## src/logic/interval_timer_pkg.sv

```systemverilog
// constants, mode codes and state layout of the three-channel interval timer
package interval_timer_pkg;

  localparam int NUM_CNT = 3;
  localparam int DIGIT_W = 4;
  localparam int NUM_DIGITS = 4;

  // register port addresses; counters sit at their own index
  localparam logic [1:0] ADDR_CONTROL = 2'h3;

  // control word fields
  localparam int CW_SEL_HI = 7;
  localparam int CW_SEL_LO = 6;
  localparam int CW_FMT_HI = 5;
  localparam int CW_FMT_LO = 4;
  localparam int CW_MODE_HI = 3;
  localparam int CW_MODE_LO = 1;
  localparam int CW_BCD = 0;
  localparam logic [1:0] SEL_ILLEGAL = 2'h3;

  // read/load formats
  localparam logic [1:0] FMT_LATCH = 2'h0;
  localparam logic [1:0] FMT_LOW = 2'h1;
  localparam logic [1:0] FMT_HIGH = 2'h2;
  localparam logic [1:0] FMT_BOTH = 2'h3;

  localparam logic [15:0] COUNT_ONE = 16'h0001;
  localparam logic [7:0] BYTE_ZERO = 8'h00;
  localparam logic [3:0] DIGIT_ZERO = 4'h0;
  localparam logic [3:0] DIGIT_NINE = 4'h9;
  localparam logic [3:0] DIGIT_ONE = 4'h1;
  localparam logic [4:0] BCD_TEN = 5'h0a;

  // fastest count clock; the three-stage sampler needs it well below clk
  localparam int CNT_CLK_MAX_KHZ = 2000;
  localparam int SYS_CLK_KHZ = 250000;
  localparam int CNT_CLK_MIN_CYCLES = SYS_CLK_KHZ / CNT_CLK_MAX_KHZ;

  typedef enum logic [5:0] {
    MODE_INT      = 6'h01,
    MODE_ONESHOT  = 6'h02,
    MODE_RATE     = 6'h04,
    MODE_SQUARE   = 6'h08,
    MODE_SW_STROBE = 6'h10,
    MODE_HW_STROBE = 6'h20
  } mode_t;

  typedef struct packed {
    mode_t mode;
    logic [1:0] fmt;
    logic bcd;
    logic [15:0] count;
    logic [15:0] cur_n;
    logic [15:0] load_val;
    logic [15:0] latch_val;
    logic latched;
    logic wr_hi;
    logic rd_hi;
    logic armed;
    logic pending;
    logic gate_rise;
    logic out;
    logic [2:0] ck_sync;
    logic ck_lvl;
    logic [2:0] gt_sync;
    logic gt_lvl;
  } chan_t;

  typedef struct packed {
    chan_t [NUM_CNT-1:0] ch;
    logic wr_idle;
    logic rd_idle;
    logic [7:0] dout;
    logic doe;
  } state_t;

  function automatic logic [15:0] count_dec(input logic [15:0] v, input logic bcd);
    logic [15:0] r;
    logic borrow;
    r = v - COUNT_ONE;
    if (bcd)
    begin
      r = v;
      borrow = 1'b1;
      for (int k = 0; k < NUM_DIGITS; k++)
      begin
        if (borrow)
        begin
          if (v[k*DIGIT_W +: DIGIT_W] == DIGIT_ZERO)
            r[k*DIGIT_W +: DIGIT_W] = DIGIT_NINE;
          else
          begin
            r[k*DIGIT_W +: DIGIT_W] = v[k*DIGIT_W +: DIGIT_W] - DIGIT_ONE;
            borrow = 1'b0;
          end
        end
      end
    end
    return r;
  endfunction : count_dec

  // floor(v/2) in the counter's own number system, for the square-wave split
  function automatic logic [15:0] count_half(input logic [15:0] v, input logic bcd);
    logic [15:0] r;
    logic rem;
    logic [4:0] t;
    r = v >> 1;
    rem = 1'b0;
    t = 5'h00;
    if (bcd)
    begin
      for (int k = NUM_DIGITS - 1; k >= 0; k--)
      begin
        t = (rem ? BCD_TEN : 5'h00) + {1'b0, v[k*DIGIT_W +: DIGIT_W]};
        r[k*DIGIT_W +: DIGIT_W] = t[4:1];
        rem = t[0];
      end
    end
    return r;
  endfunction : count_half

  function automatic mode_t mode_decode(input logic [2:0] m);
    mode_t r;
    if (m[1])
      r = m[0] ? MODE_SQUARE : MODE_RATE;
    else
    begin
      case ({m[2], m[0]})
        2'b00: r = MODE_INT;
        2'b01: r = MODE_ONESHOT;
        2'b10: r = MODE_SW_STROBE;
        default: r = MODE_HW_STROBE;
      endcase
    end
    return r;
  endfunction : mode_decode

endpackage : interval_timer_pkg

```

## src/logic/triple_interval_timer.sv

```systemverilog
// three 16-bit down counters behind an 8-bit register port
`timescale 1ns/1ns

// Notes on behaviour
// - three independent 16-bit counters, each on its own count clock up to 2 MHz
// - control word: bits 7-6 counter, 5-4 format, 3-1 mode, 0 BCD
// - select 00/01/10 picks counter 0/1/2; 11 is illegal and ignored
// - BCD bit 0 counts binary, 1 counts four BCD decades
// - format 00 latches, 01 low byte, 10 high byte, 11 low then high
// - mode bits 000,001,x10,x11,100,101 give modes 0 to 5
// - address 00-10 picks a counter, 11 the control word, only with select
// - mode 0 output low while counting, high at terminal count, gate low pauses
// - mode 0 reload: first byte halts, second byte starts the new count
// - mode 1 gate rise drives output low until terminal count; reload waits
// - mode 1 retriggers on every gate rise, restarting the full count
// - mode 2 divides by N with a one-period low; gate low holds high
// - mode 2 output high until loaded; a reload acts at the end of the current period
// - mode 3 square wave of period N; odd N high (N+1)/2, low (N-1)/2
// - mode 3 reload takes effect at the end of the current period
// - mode 4 output high, count starts at load, gate pauses, one-period low pulse
// - mode 4 reload restarts counting from the new value
// - mode 5 starts on gate rise, one-period low pulse, retriggerable
// - all counters count down from the loaded value
// - after a latch, reads give the frozen count in the set format; format 11 gives low byte then high byte
module triple_interval_timer
  import interval_timer_pkg::*;
(
  // clock and reset
  input wire logic clk,
  input wire logic sys_rst,
  // register port, synchronous to clk
  input wire logic cs_n,
  input wire logic rd_n,
  input wire logic wr_n,
  input wire logic [1:0] addr,
  input wire logic [7:0] data_in,
  output logic [7:0] data_out,
  output logic data_oe,
  // counter pins
  input wire logic [NUM_CNT-1:0] counter_clock_inputs,
  input wire logic [NUM_CNT-1:0] gate_in,
  output logic [NUM_CNT-1:0] cnt_out
);

  state_t st_reg;
  state_t st_next;

  always_comb
  begin
    chan_t c;
    logic tick;
    logic trig;
    logic gate;
    logic done;
    logic last;
    logic wr_go;
    logic rd_go;
    logic [15:0] dec;
    logic [15:0] nxt;
    logic [15:0] src;
    logic [1:0] sel;
    c = '0;
    tick = 1'b0;
    trig = 1'b0;
    gate = 1'b0;
    done = 1'b0;
    last = 1'b0;
    dec = '0;
    nxt = '0;
    src = '0;
    st_next = st_reg;
    sel = data_in[CW_SEL_HI:CW_SEL_LO];
    // one action per strobe: taken on the first cycle it is seen active
    wr_go = ~cs_n & ~wr_n & st_reg.wr_idle;
    rd_go = ~cs_n & ~rd_n & st_reg.rd_idle;
    st_next.wr_idle = ~(~cs_n & ~wr_n);
    st_next.rd_idle = ~(~cs_n & ~rd_n);
    st_next.doe = ~cs_n & ~rd_n;
    for (int i = 0; i < NUM_CNT; i++)
    begin
      c = st_reg.ch[i];
      tick = 1'b0;
      // count clock: a level counts once the second and third stages agree
      c.ck_sync = {st_reg.ch[i].ck_sync[1:0], counter_clock_inputs[i]};
      if (st_reg.ch[i].ck_sync[1] == st_reg.ch[i].ck_sync[2])
      begin
        c.ck_lvl = st_reg.ch[i].ck_sync[2];
        tick = st_reg.ch[i].ck_sync[2] & ~st_reg.ch[i].ck_lvl;
      end
      gate = st_reg.ch[i].gt_lvl;
      trig = st_reg.ch[i].gate_rise;
      dec = count_dec(st_reg.ch[i].count, st_reg.ch[i].bcd);
      if (tick)
      begin
        c.gate_rise = 1'b0;
        case (st_reg.ch[i].mode)
          MODE_INT:
          begin
            if (st_reg.ch[i].pending)
            begin
              c.count = st_reg.ch[i].load_val;
              c.armed = 1'b1;
              c.pending = 1'b0;
            end
            else if (st_reg.ch[i].armed && gate)
            begin
              c.count = dec;
              if (st_reg.ch[i].count == COUNT_ONE)
                c.out = 1'b1;
            end
          end
          MODE_ONESHOT:
          begin
            if (trig)
            begin
              // a load during the pulse only shows at the next trigger
              c.count = st_reg.ch[i].load_val;
              c.armed = 1'b1;
              c.out = 1'b0;
            end
            else if (st_reg.ch[i].armed)
            begin
              c.count = dec;
              if (st_reg.ch[i].count == COUNT_ONE)
              begin
                c.out = 1'b1;
                c.armed = 1'b0;
              end
            end
          end
          MODE_RATE:
          begin
            if (!gate)
              c.out = 1'b1;
            else if (trig || (st_reg.ch[i].pending && !st_reg.ch[i].armed))
            begin
              c.count = st_reg.ch[i].load_val;
              c.armed = 1'b1;
              c.pending = 1'b0;
              c.out = 1'b1;
            end
            else if (st_reg.ch[i].armed)
            begin
              if (st_reg.ch[i].count == COUNT_ONE)
              begin
                // reload only at the period boundary
                c.count = st_reg.ch[i].load_val;
                c.pending = 1'b0;
                c.out = 1'b1;
              end
              else
              begin
                c.count = dec;
                c.out = (dec != COUNT_ONE);
              end
            end
          end
          MODE_SQUARE:
          begin
            if (!gate)
              c.out = 1'b1;
            else if (trig || (st_reg.ch[i].pending && !st_reg.ch[i].armed))
            begin
              c.count = st_reg.ch[i].load_val;
              c.cur_n = st_reg.ch[i].load_val;
              c.armed = 1'b1;
              c.pending = 1'b0;
              c.out = 1'b1;
            end
            else if (st_reg.ch[i].armed)
            begin
              nxt = dec;
              if (st_reg.ch[i].count == COUNT_ONE)
              begin
                // the period end is an output transition, so a new count lands here
                nxt = st_reg.ch[i].load_val;
                c.cur_n = st_reg.ch[i].load_val;
                c.pending = 1'b0;
              end
              c.count = nxt;
              c.out = nxt > count_half(c.cur_n, st_reg.ch[i].bcd);
            end
          end
          MODE_SW_STROBE:
          begin
            if (st_reg.ch[i].pending)
            begin
              c.count = st_reg.ch[i].load_val;
              c.armed = 1'b1;
              c.pending = 1'b0;
              c.out = 1'b1;
            end
            else if (!st_reg.ch[i].out)
              c.out = 1'b1;
            else if (st_reg.ch[i].armed && gate)
            begin
              c.count = dec;
              if (st_reg.ch[i].count == COUNT_ONE)
              begin
                c.out = 1'b0;
                c.armed = 1'b0;
              end
            end
          end
          MODE_HW_STROBE:
          begin
            if (trig)
            begin
              c.count = st_reg.ch[i].load_val;
              c.armed = 1'b1;
              c.out = 1'b1;
            end
            else if (!st_reg.ch[i].out)
              c.out = 1'b1;
            else if (st_reg.ch[i].armed)
            begin
              c.count = dec;
              if (st_reg.ch[i].count == COUNT_ONE)
              begin
                c.out = 1'b0;
                c.armed = 1'b0;
              end
            end
          end
          default:
          begin
            c.armed = 1'b0;
          end
        endcase
      end
      // gate sampler; a rise seen in the tick cycle survives the clear
      c.gt_sync = {st_reg.ch[i].gt_sync[1:0], gate_in[i]};
      if (st_reg.ch[i].gt_sync[1] == st_reg.ch[i].gt_sync[2])
      begin
        c.gt_lvl = st_reg.ch[i].gt_sync[2];
        if (st_reg.ch[i].gt_sync[2] && !st_reg.ch[i].gt_lvl)
          c.gate_rise = 1'b1;
      end
      // control word
      if (wr_go && addr == ADDR_CONTROL && sel != SEL_ILLEGAL && sel == 2'(i))
      begin
        if (data_in[CW_FMT_HI:CW_FMT_LO] == FMT_LATCH)
        begin
          if (!c.latched)
            c.latch_val = c.count;
          c.latched = 1'b1;
          c.rd_hi = 1'b0;
        end
        else
        begin
          c.mode = mode_decode(data_in[CW_MODE_HI:CW_MODE_LO]);
          c.fmt = data_in[CW_FMT_HI:CW_FMT_LO];
          c.bcd = data_in[CW_BCD];
          c.armed = 1'b0;
          c.pending = 1'b0;
          c.wr_hi = 1'b0;
          c.rd_hi = 1'b0;
          c.latched = 1'b0;
          // a gate already high before the mode write is no trigger; a rise this cycle still counts
          c.gate_rise = c.gt_lvl & ~st_reg.ch[i].gt_lvl;
          // mode 0 starts low; every other mode idles high until loaded
          c.out = (c.mode != MODE_INT);
        end
      end
      // count bytes
      done = 1'b0;
      if (wr_go && addr == 2'(i))
      begin
        case (c.fmt)
          FMT_LOW:
          begin
            c.load_val = {BYTE_ZERO, data_in};
            done = 1'b1;
          end
          FMT_HIGH:
          begin
            c.load_val = {data_in, BYTE_ZERO};
            done = 1'b1;
          end
          FMT_BOTH:
          begin
            if (!c.wr_hi)
            begin
              c.load_val[7:0] = data_in;
              c.wr_hi = 1'b1;
              if (c.mode == MODE_INT)
                c.armed = 1'b0;
            end
            else
            begin
              c.load_val[15:8] = data_in;
              c.wr_hi = 1'b0;
              done = 1'b1;
            end
          end
          default:
          begin
            done = 1'b0;
          end
        endcase
        if (done)
        begin
          c.pending = 1'b1;
          if (c.mode == MODE_INT)
          begin
            c.out = 1'b0;
            c.armed = 1'b0;
          end
        end
      end
      // reads: latched value until every byte of the format is taken
      if (rd_go && addr == 2'(i))
      begin
        src = c.latched ? c.latch_val : c.count;
        last = 1'b1;
        case (c.fmt)
          FMT_HIGH:
            st_next.dout = src[15:8];
          FMT_BOTH:
          begin
            st_next.dout = c.rd_hi ? src[15:8] : src[7:0];
            last = c.rd_hi;
            c.rd_hi = ~c.rd_hi;
          end
          default:
            st_next.dout = src[7:0];
        endcase
        if (last)
          c.latched = 1'b0;
      end
      st_next.ch[i] = c;
    end
    // the control word is write-only; reading it gives zero
    if (rd_go && addr == ADDR_CONTROL)
      st_next.dout = BYTE_ZERO;
  end

  always_ff @(posedge clk)
  begin
    if (sys_rst)
      st_reg <= '0;
    else
      st_reg <= st_next;
  end

  assign data_out = st_reg.dout;
  assign data_oe = st_reg.doe;

  genvar g;
  generate
    for (g = 0; g < NUM_CNT; g++)
    begin : g_out
      assign cnt_out[g] = st_reg.ch[g].out;
    end
  endgenerate

endmodule : triple_interval_timer

```

## config.mk

```make
export PLATFORM = sky130hd
export DESIGN_NAME = triple_interval_timer
export DESIGN_NICKNAME = d
export VERILOG_FILES = /design/src/logic/interval_timer_pkg.sv /design/src/logic/triple_interval_timer.sv
export SDC_FILE = /design/constraint.sdc
export NUM_CORES = 1
export LEC_CHECK = 0
export BUFFER_PORTS_ARGS = -buffer_cell sky130_fd_sc_hd__buf_2
export CORE_ASPECT_RATIO = 1.25
export CORE_MARGIN = 2
export CORE_UTILIZATION = 40
export CTS_CLUSTER_DIAMETER = 150
export CTS_CLUSTER_SIZE = 30
export DETAILED_ROUTE_END_ITERATION = 8
export SYNTH_ARGS = -nofsm -noshare
export SYNTH_HDL_FRONTEND = slang
export SYNTH_SLANG_ARGS = --single-unit
```

## constraint.sdc

```tcl
create_clock -name clk -period 5 [get_ports clk]
set_input_delay 1 -clock clk [delete_from_list [all_inputs] [get_ports clk]]
set_output_delay 1 -clock clk [all_outputs]
set_load 0.1 [all_outputs]
```

Word-level counts from Yosys, hierarchy flattened
Cells that the tools add are included.
Widths: inputs -> output; s select.
- add/subtract/negate cells: 24
- reductions and logical operators: 72
- mux-type cells: 398
- equal/unequal tests: 59
- bitwise gates (word level): 25
- magnitude comparators: 3
- operator list (kind ; count):
    $mux 16 ; 99
    $mux 32 ; 12
    $pmux 16 s6 ; 3
    $mux 1 ; 187
    $mux 4 ; 37
    $pmux 16 s3 ; 3
    $mux 8 ; 12
    $mux 23 ; 3
    $mux 9 ; 6
    $eq 16x1->1 const B ; 3
    $gt 16x16->1 ; 3
    $logic_not 4->1 ; 12
    $ne 16x1->1 const B ; 3
    $pmux 8 s2 ; 3
    $sub 16x1->16 const B ; 3
    $sub 4x1->4 const B ; 12
    $add 4x4->5 ; 9
    $eq 6x1->1 const B ; 6
    $mux 12 ; 3
    $mux 6 ; 5
    $mux 2 ; 12
    $logic_and 1x1->1 ; 21
    $eq 2x2->1 const B ; 10
    $eq 6x2->1 const B ; 3
    24 further kinds ; 111
- input bits: 21
- word-level logic and storage cells: 642
- flip-flop bits (word level): 275

Depth between registers and ports, before layout
- depth after elaboration: 35
- depth in mapped cells: 24

Least setup slack after synthesis
OpenSTA, ideal clock, no wires.
- path kind: in2reg
- from: input wr_n
- to: register st_reg (netlist bit data_out[5])
- arrival: 4.246 ns
- path slack: 0.669 ns
- setup time: 0.086 ns
- cell stages on the path: 16
- cell sequence: or3b_1 > clkbuf_1 > nor4_1 > nand2_1 > a21boi_0 > inv_1 > ha_1 > clkbuf_1 > nand2b_1 > buf_1 > inv_1 > a31oi_1 > nand2_1 > o31ai_1 > a211oi_1 > a211oi_1
- RTL lines (element ; RTL line ; RTL):
    from (decl) ; triple_interval_timer.sv:34 ; input wire logic wr_n,
    to (signal assigned) ; triple_interval_timer.sv:343 ; st_reg <= st_next;
    to (decl) ; triple_interval_timer.sv:45 ; state_t st_reg;

Worst setup path in the final report
- from: register st_reg[162] (netlist bit)
- to: register st_reg (netlist bit data_out[6])
- word-level cells in the longest chain between the ends: 28
- elaborated cells between the ends (all ways): 42
- ends and longest elaborated chain (element ; RTL line ; RTL):
    $logic_not 4->1 ; interval_timer_pkg.sv:89 ; if (v[k*DIGIT_W +: DIGIT_W] == DIGIT_ZERO)
    $mux 1 ; interval_timer_pkg.sv:89 ;
    $mux 1 ; interval_timer_pkg.sv:81 ; if (bcd)
    $mux 1 ; interval_timer_pkg.sv:87 ; if (borrow)
    $mux 1 ; interval_timer_pkg.sv:81 ;
    $mux 1 ; interval_timer_pkg.sv:87 ;
    $mux 1 ; interval_timer_pkg.sv:81 ;
    $mux 4 ; interval_timer_pkg.sv:87 ;
    (+11 left out) ; - ;
    $mux 32 * ; triple_interval_timer.sv:93 ; if (tick)
    $mux 16 ; triple_interval_timer.sv:244 ; if (!c.latched)
    $mux 16 ; triple_interval_timer.sv:242 ; if (data_in[CW_FMT_HI:CW_FMT_LO] == FMT_LATCH)
    $mux 23 ; triple_interval_timer.sv:240 ; if (wr_go && addr == ADDR_CONTROL && sel != SEL_ILLEGAL && sel == 2'(i))
    $mux 16 * ; triple_interval_timer.sv:314 ; src = c.latched ? c.latch_val : c.count;
    $mux 8 ; triple_interval_timer.sv:321 ; st_next.dout = c.rd_hi ? src[15:8] : src[7:0];
    $pmux 8 s2 * ; triple_interval_timer.sv:316 ; case (c.fmt)
    $mux 8 * (2 in a row) ; triple_interval_timer.sv:312 ; if (rd_go && addr == 2'(i))
Every way passes the cells marked *; elsewhere a longest branch is shown, timed or not. The select of a mux whose other input is x is not followed.
A chain may end at the register's enable or synchronous reset.

==> results.md <==
* Highest-count cells in the layout ignoring fill and taps: 497 x nand2_1, 340 x nor2_1, 307 x a21oi_1, 272 x dfxtp_1, 202 x o21ai_0
* Seq/Total Area, Yosys at 0.240
* Largest net degree at the start of global routing at 178
* Max-Cap Viols at 0
* Slew Limit Fails at 0
* Routed vias at 26900
* Worst Max-Slew Pin Slew at 1400 ps
* Half-perimeter wire length after detailed placement at 87300 um
* Worst-case clock buffer depth at 3
* P_leak at 8.79 nW
* Crit Path Max Fanout at 10
* Reg2Reg Setup Slack at 350 ps
* Fin worst setup slack at 355 ps
* Power Density at 154 nW/um^2
* Gpl congestion at 1.08
* Synth Instances at 3292
* Pre-CTS setup slack at 352 ps
* Initial core utilization at 0.405
* Setup TNS at 0 ps
* Warnings from Yosys at 0
* Hold Crit Class: register to register
* Nets at 3356
* Die height at 270 um
* Post-layout minimum cycle time at 4650 ps
* Core Area at 56100 um^2
* Final Cycle Share at 0.929
* Chip width at 217 um
* Post-CTS setup buffer count at 0
* Port-buffer cells at 32
* I/O pins at 33
* First-pass GRT wire length at 172000 um
* Peak Freq at 215 MHz
* Gr usage total at 0.390
* Synth async-reset ratio at 0
* Arrival time at the worst endpoint at 5100 ps
* Initial DRC count at 3110
* Initial DRT Pass Iterations at 8
* Number of flops mapped to enable cells by yosys at 0
* Layout cells sized above 1 at 0.0979
* Unrepaired setup endpoints after global routing: false
* Met2 usage at 0.635
* Grt peak-use layer: met2
* H-Tree Depth at 1
* WL per Instance at 29.6 um
* CTS Root Cell: clkbuf_16
* Row cnt at 97
* Worst skew pair latency at 550 ps
* Die area at 58700 um^2
* Yosys reg bits at 272
* Vias per cell at 6.75
* Syn Area/Cell at 6.90 um^2
* VDD IR max at 0.254 mV
* Top_reg_cell synth: dfxtp_1
* CTS Hold Bufs at 0
* Worst path required time at 5460 ps
* CP Class: register to register
* Num CTS Buffers at 14
* Startpoint Class: register
* Endpoint class of the critical path: register
* GRT met3 Usage at 0.0671
* CTS tree: done
* Post-cts sizing count at 0
* Final setup fails at 0
* Max-slew headroom at 0.0569
* Status: finished clean
* Cell Area, Synth at 22700 um^2
* Most common cell after layout, fill and taps aside: nand2_1
* Filler cell count at 5957
* Worst Skew at 29.0 ps
* Hold Fails Final Rpt at 0
* Met1 usage in global routing at 0.456
* Max reg flops at 248
* WL final at 118000 um
* Initial antenna violation count at 4
* Vias in the first global route at 25600
* Hold slack final at 451 ps
* Detail Route Antenna Nets at 0
* Residual DRC count at 0
* GR Overflow Total at 0
* Area grow syn2layout at 8.49%
* CTS Sinks at 272
* Mapped Nets at 3403
* Cell variety after synth at 100
* Reg clk slew, reported paths at 120 ps
## metrics by stage
| stage | utilization | power (mW) | area (um^2) | instances |
|---|---|---|---|---|
| 2_1_floorplan | - | 2.34 | 22700 | 3292 |
| 3_3_place_gp | 0.431 | 2.40 | 24200 | 3971 |
| 3_5_place_dp | 0.431 | 2.40 | 24200 | 3971 |
| 4_1_cts | 0.439 | 3.85 | 24600 | 3991 |
| 5_1_grt | 0.440 | 3.92 | 24600 | 3991 |
| 6_report | 0.440 | 3.81 | 24600 | 3993 |
## routing by layer
metal  share of wire  up-vias
met2            0.46     1577
met1            0.37    12900
met4           0.091        6
li1                -    12000
met5         0.00030        -
met3           0.083      489
## worst max-delay path, stage by stage (launching register included)
cell and delay (ps):
dfxtp_1 330, buf_4 170, inv_1 140, ha_1 330, or3b_1 510, nor4_1 490
a21oi_1 80, buf_4 180, a211oi_1 950, o21ai_0 450, o211a_1 290, o221ai_1 250
a21oi_1 110, o32ai_1 270
## logic make-up after synthesis
kind of cell | Yosys count | share of synthesized area
and+or+nand+nor | 1408 | 0.296
AOI/OAI and AO/OA | 1082 | 0.317
buffers and inverters | 352 | 0.0621
DFF | 272 | 0.240
adders and majority gates | 90 | 0.0496
xor gates and xnor gates | 51 | 0.0197
muxes | 37 | 0.0165
## cell usage after synthesis, drive strengths merged, types with 17 or more instances
library cell / instances / share of area
nor2b: 60 / 0.017
nor4: 55 / 0.020
a21oi: 307 / 0.068
xnor2: 42 / 0.016
dfxtp: 272 / 0.24
mux2i: 33 / 0.015
o211ai: 38 / 0.013
or3: 31 / 0.0085
buf: 49 / 0.012
and2: 27 / 0.0074
nand2: 497 / 0.082
o21a: 20 / 0.0066
nor2: 341 / 0.056
ha: 90 / 0.050
o22ai: 24 / 0.0066
nand2b: 45 / 0.012
a221oi: 22 / 0.0085
o221ai: 19 / 0.0073
inv: 58 / 0.0096
a32oi: 20 / 0.0077
nand3: 114 / 0.025
a22oi: 28 / 0.0093
a31oi: 57 / 0.016
nor3: 102 / 0.023
a211oi: 69 / 0.023
o21ai: 214 / 0.048
o31ai: 40 / 0.014
a21o: 17 / 0.0056
clkbuf: 243 / 0.040
nand4: 35 / 0.0099
a21boi: 22 / 0.0073
## worst paths after layout
check,from,endpoint,cells after the start
max,st_reg[162],data_out[6],13
min,st_next[13],st_next[14],1
max reg2reg,st_reg[162],data_out[6],13
min reg2reg,st_next[13],st_next[14],1
## final cells by class
type                       instances  area (um^2)  share of cell area
antenna                            2         5.00            0.000203
clock buffer                      15          375              0.0152
clock inverter                     5         70.1             0.00284
inverter                          60          225             0.00914
multi-input combinational       2668        15900               0.646
sequential                       272         5450               0.221
tap                              742          928              0.0377
timing repair buffer             229         1690              0.0684
## where the power goes
part	internal, mW	switching (mW)	leakage, nW
sequential	2.18	0.00870	2.19
combinational	0.0342	0.138	6.38
clock	0.579	0.870	0.217
No activity file was read; power rests on OpenSTA's default activity.
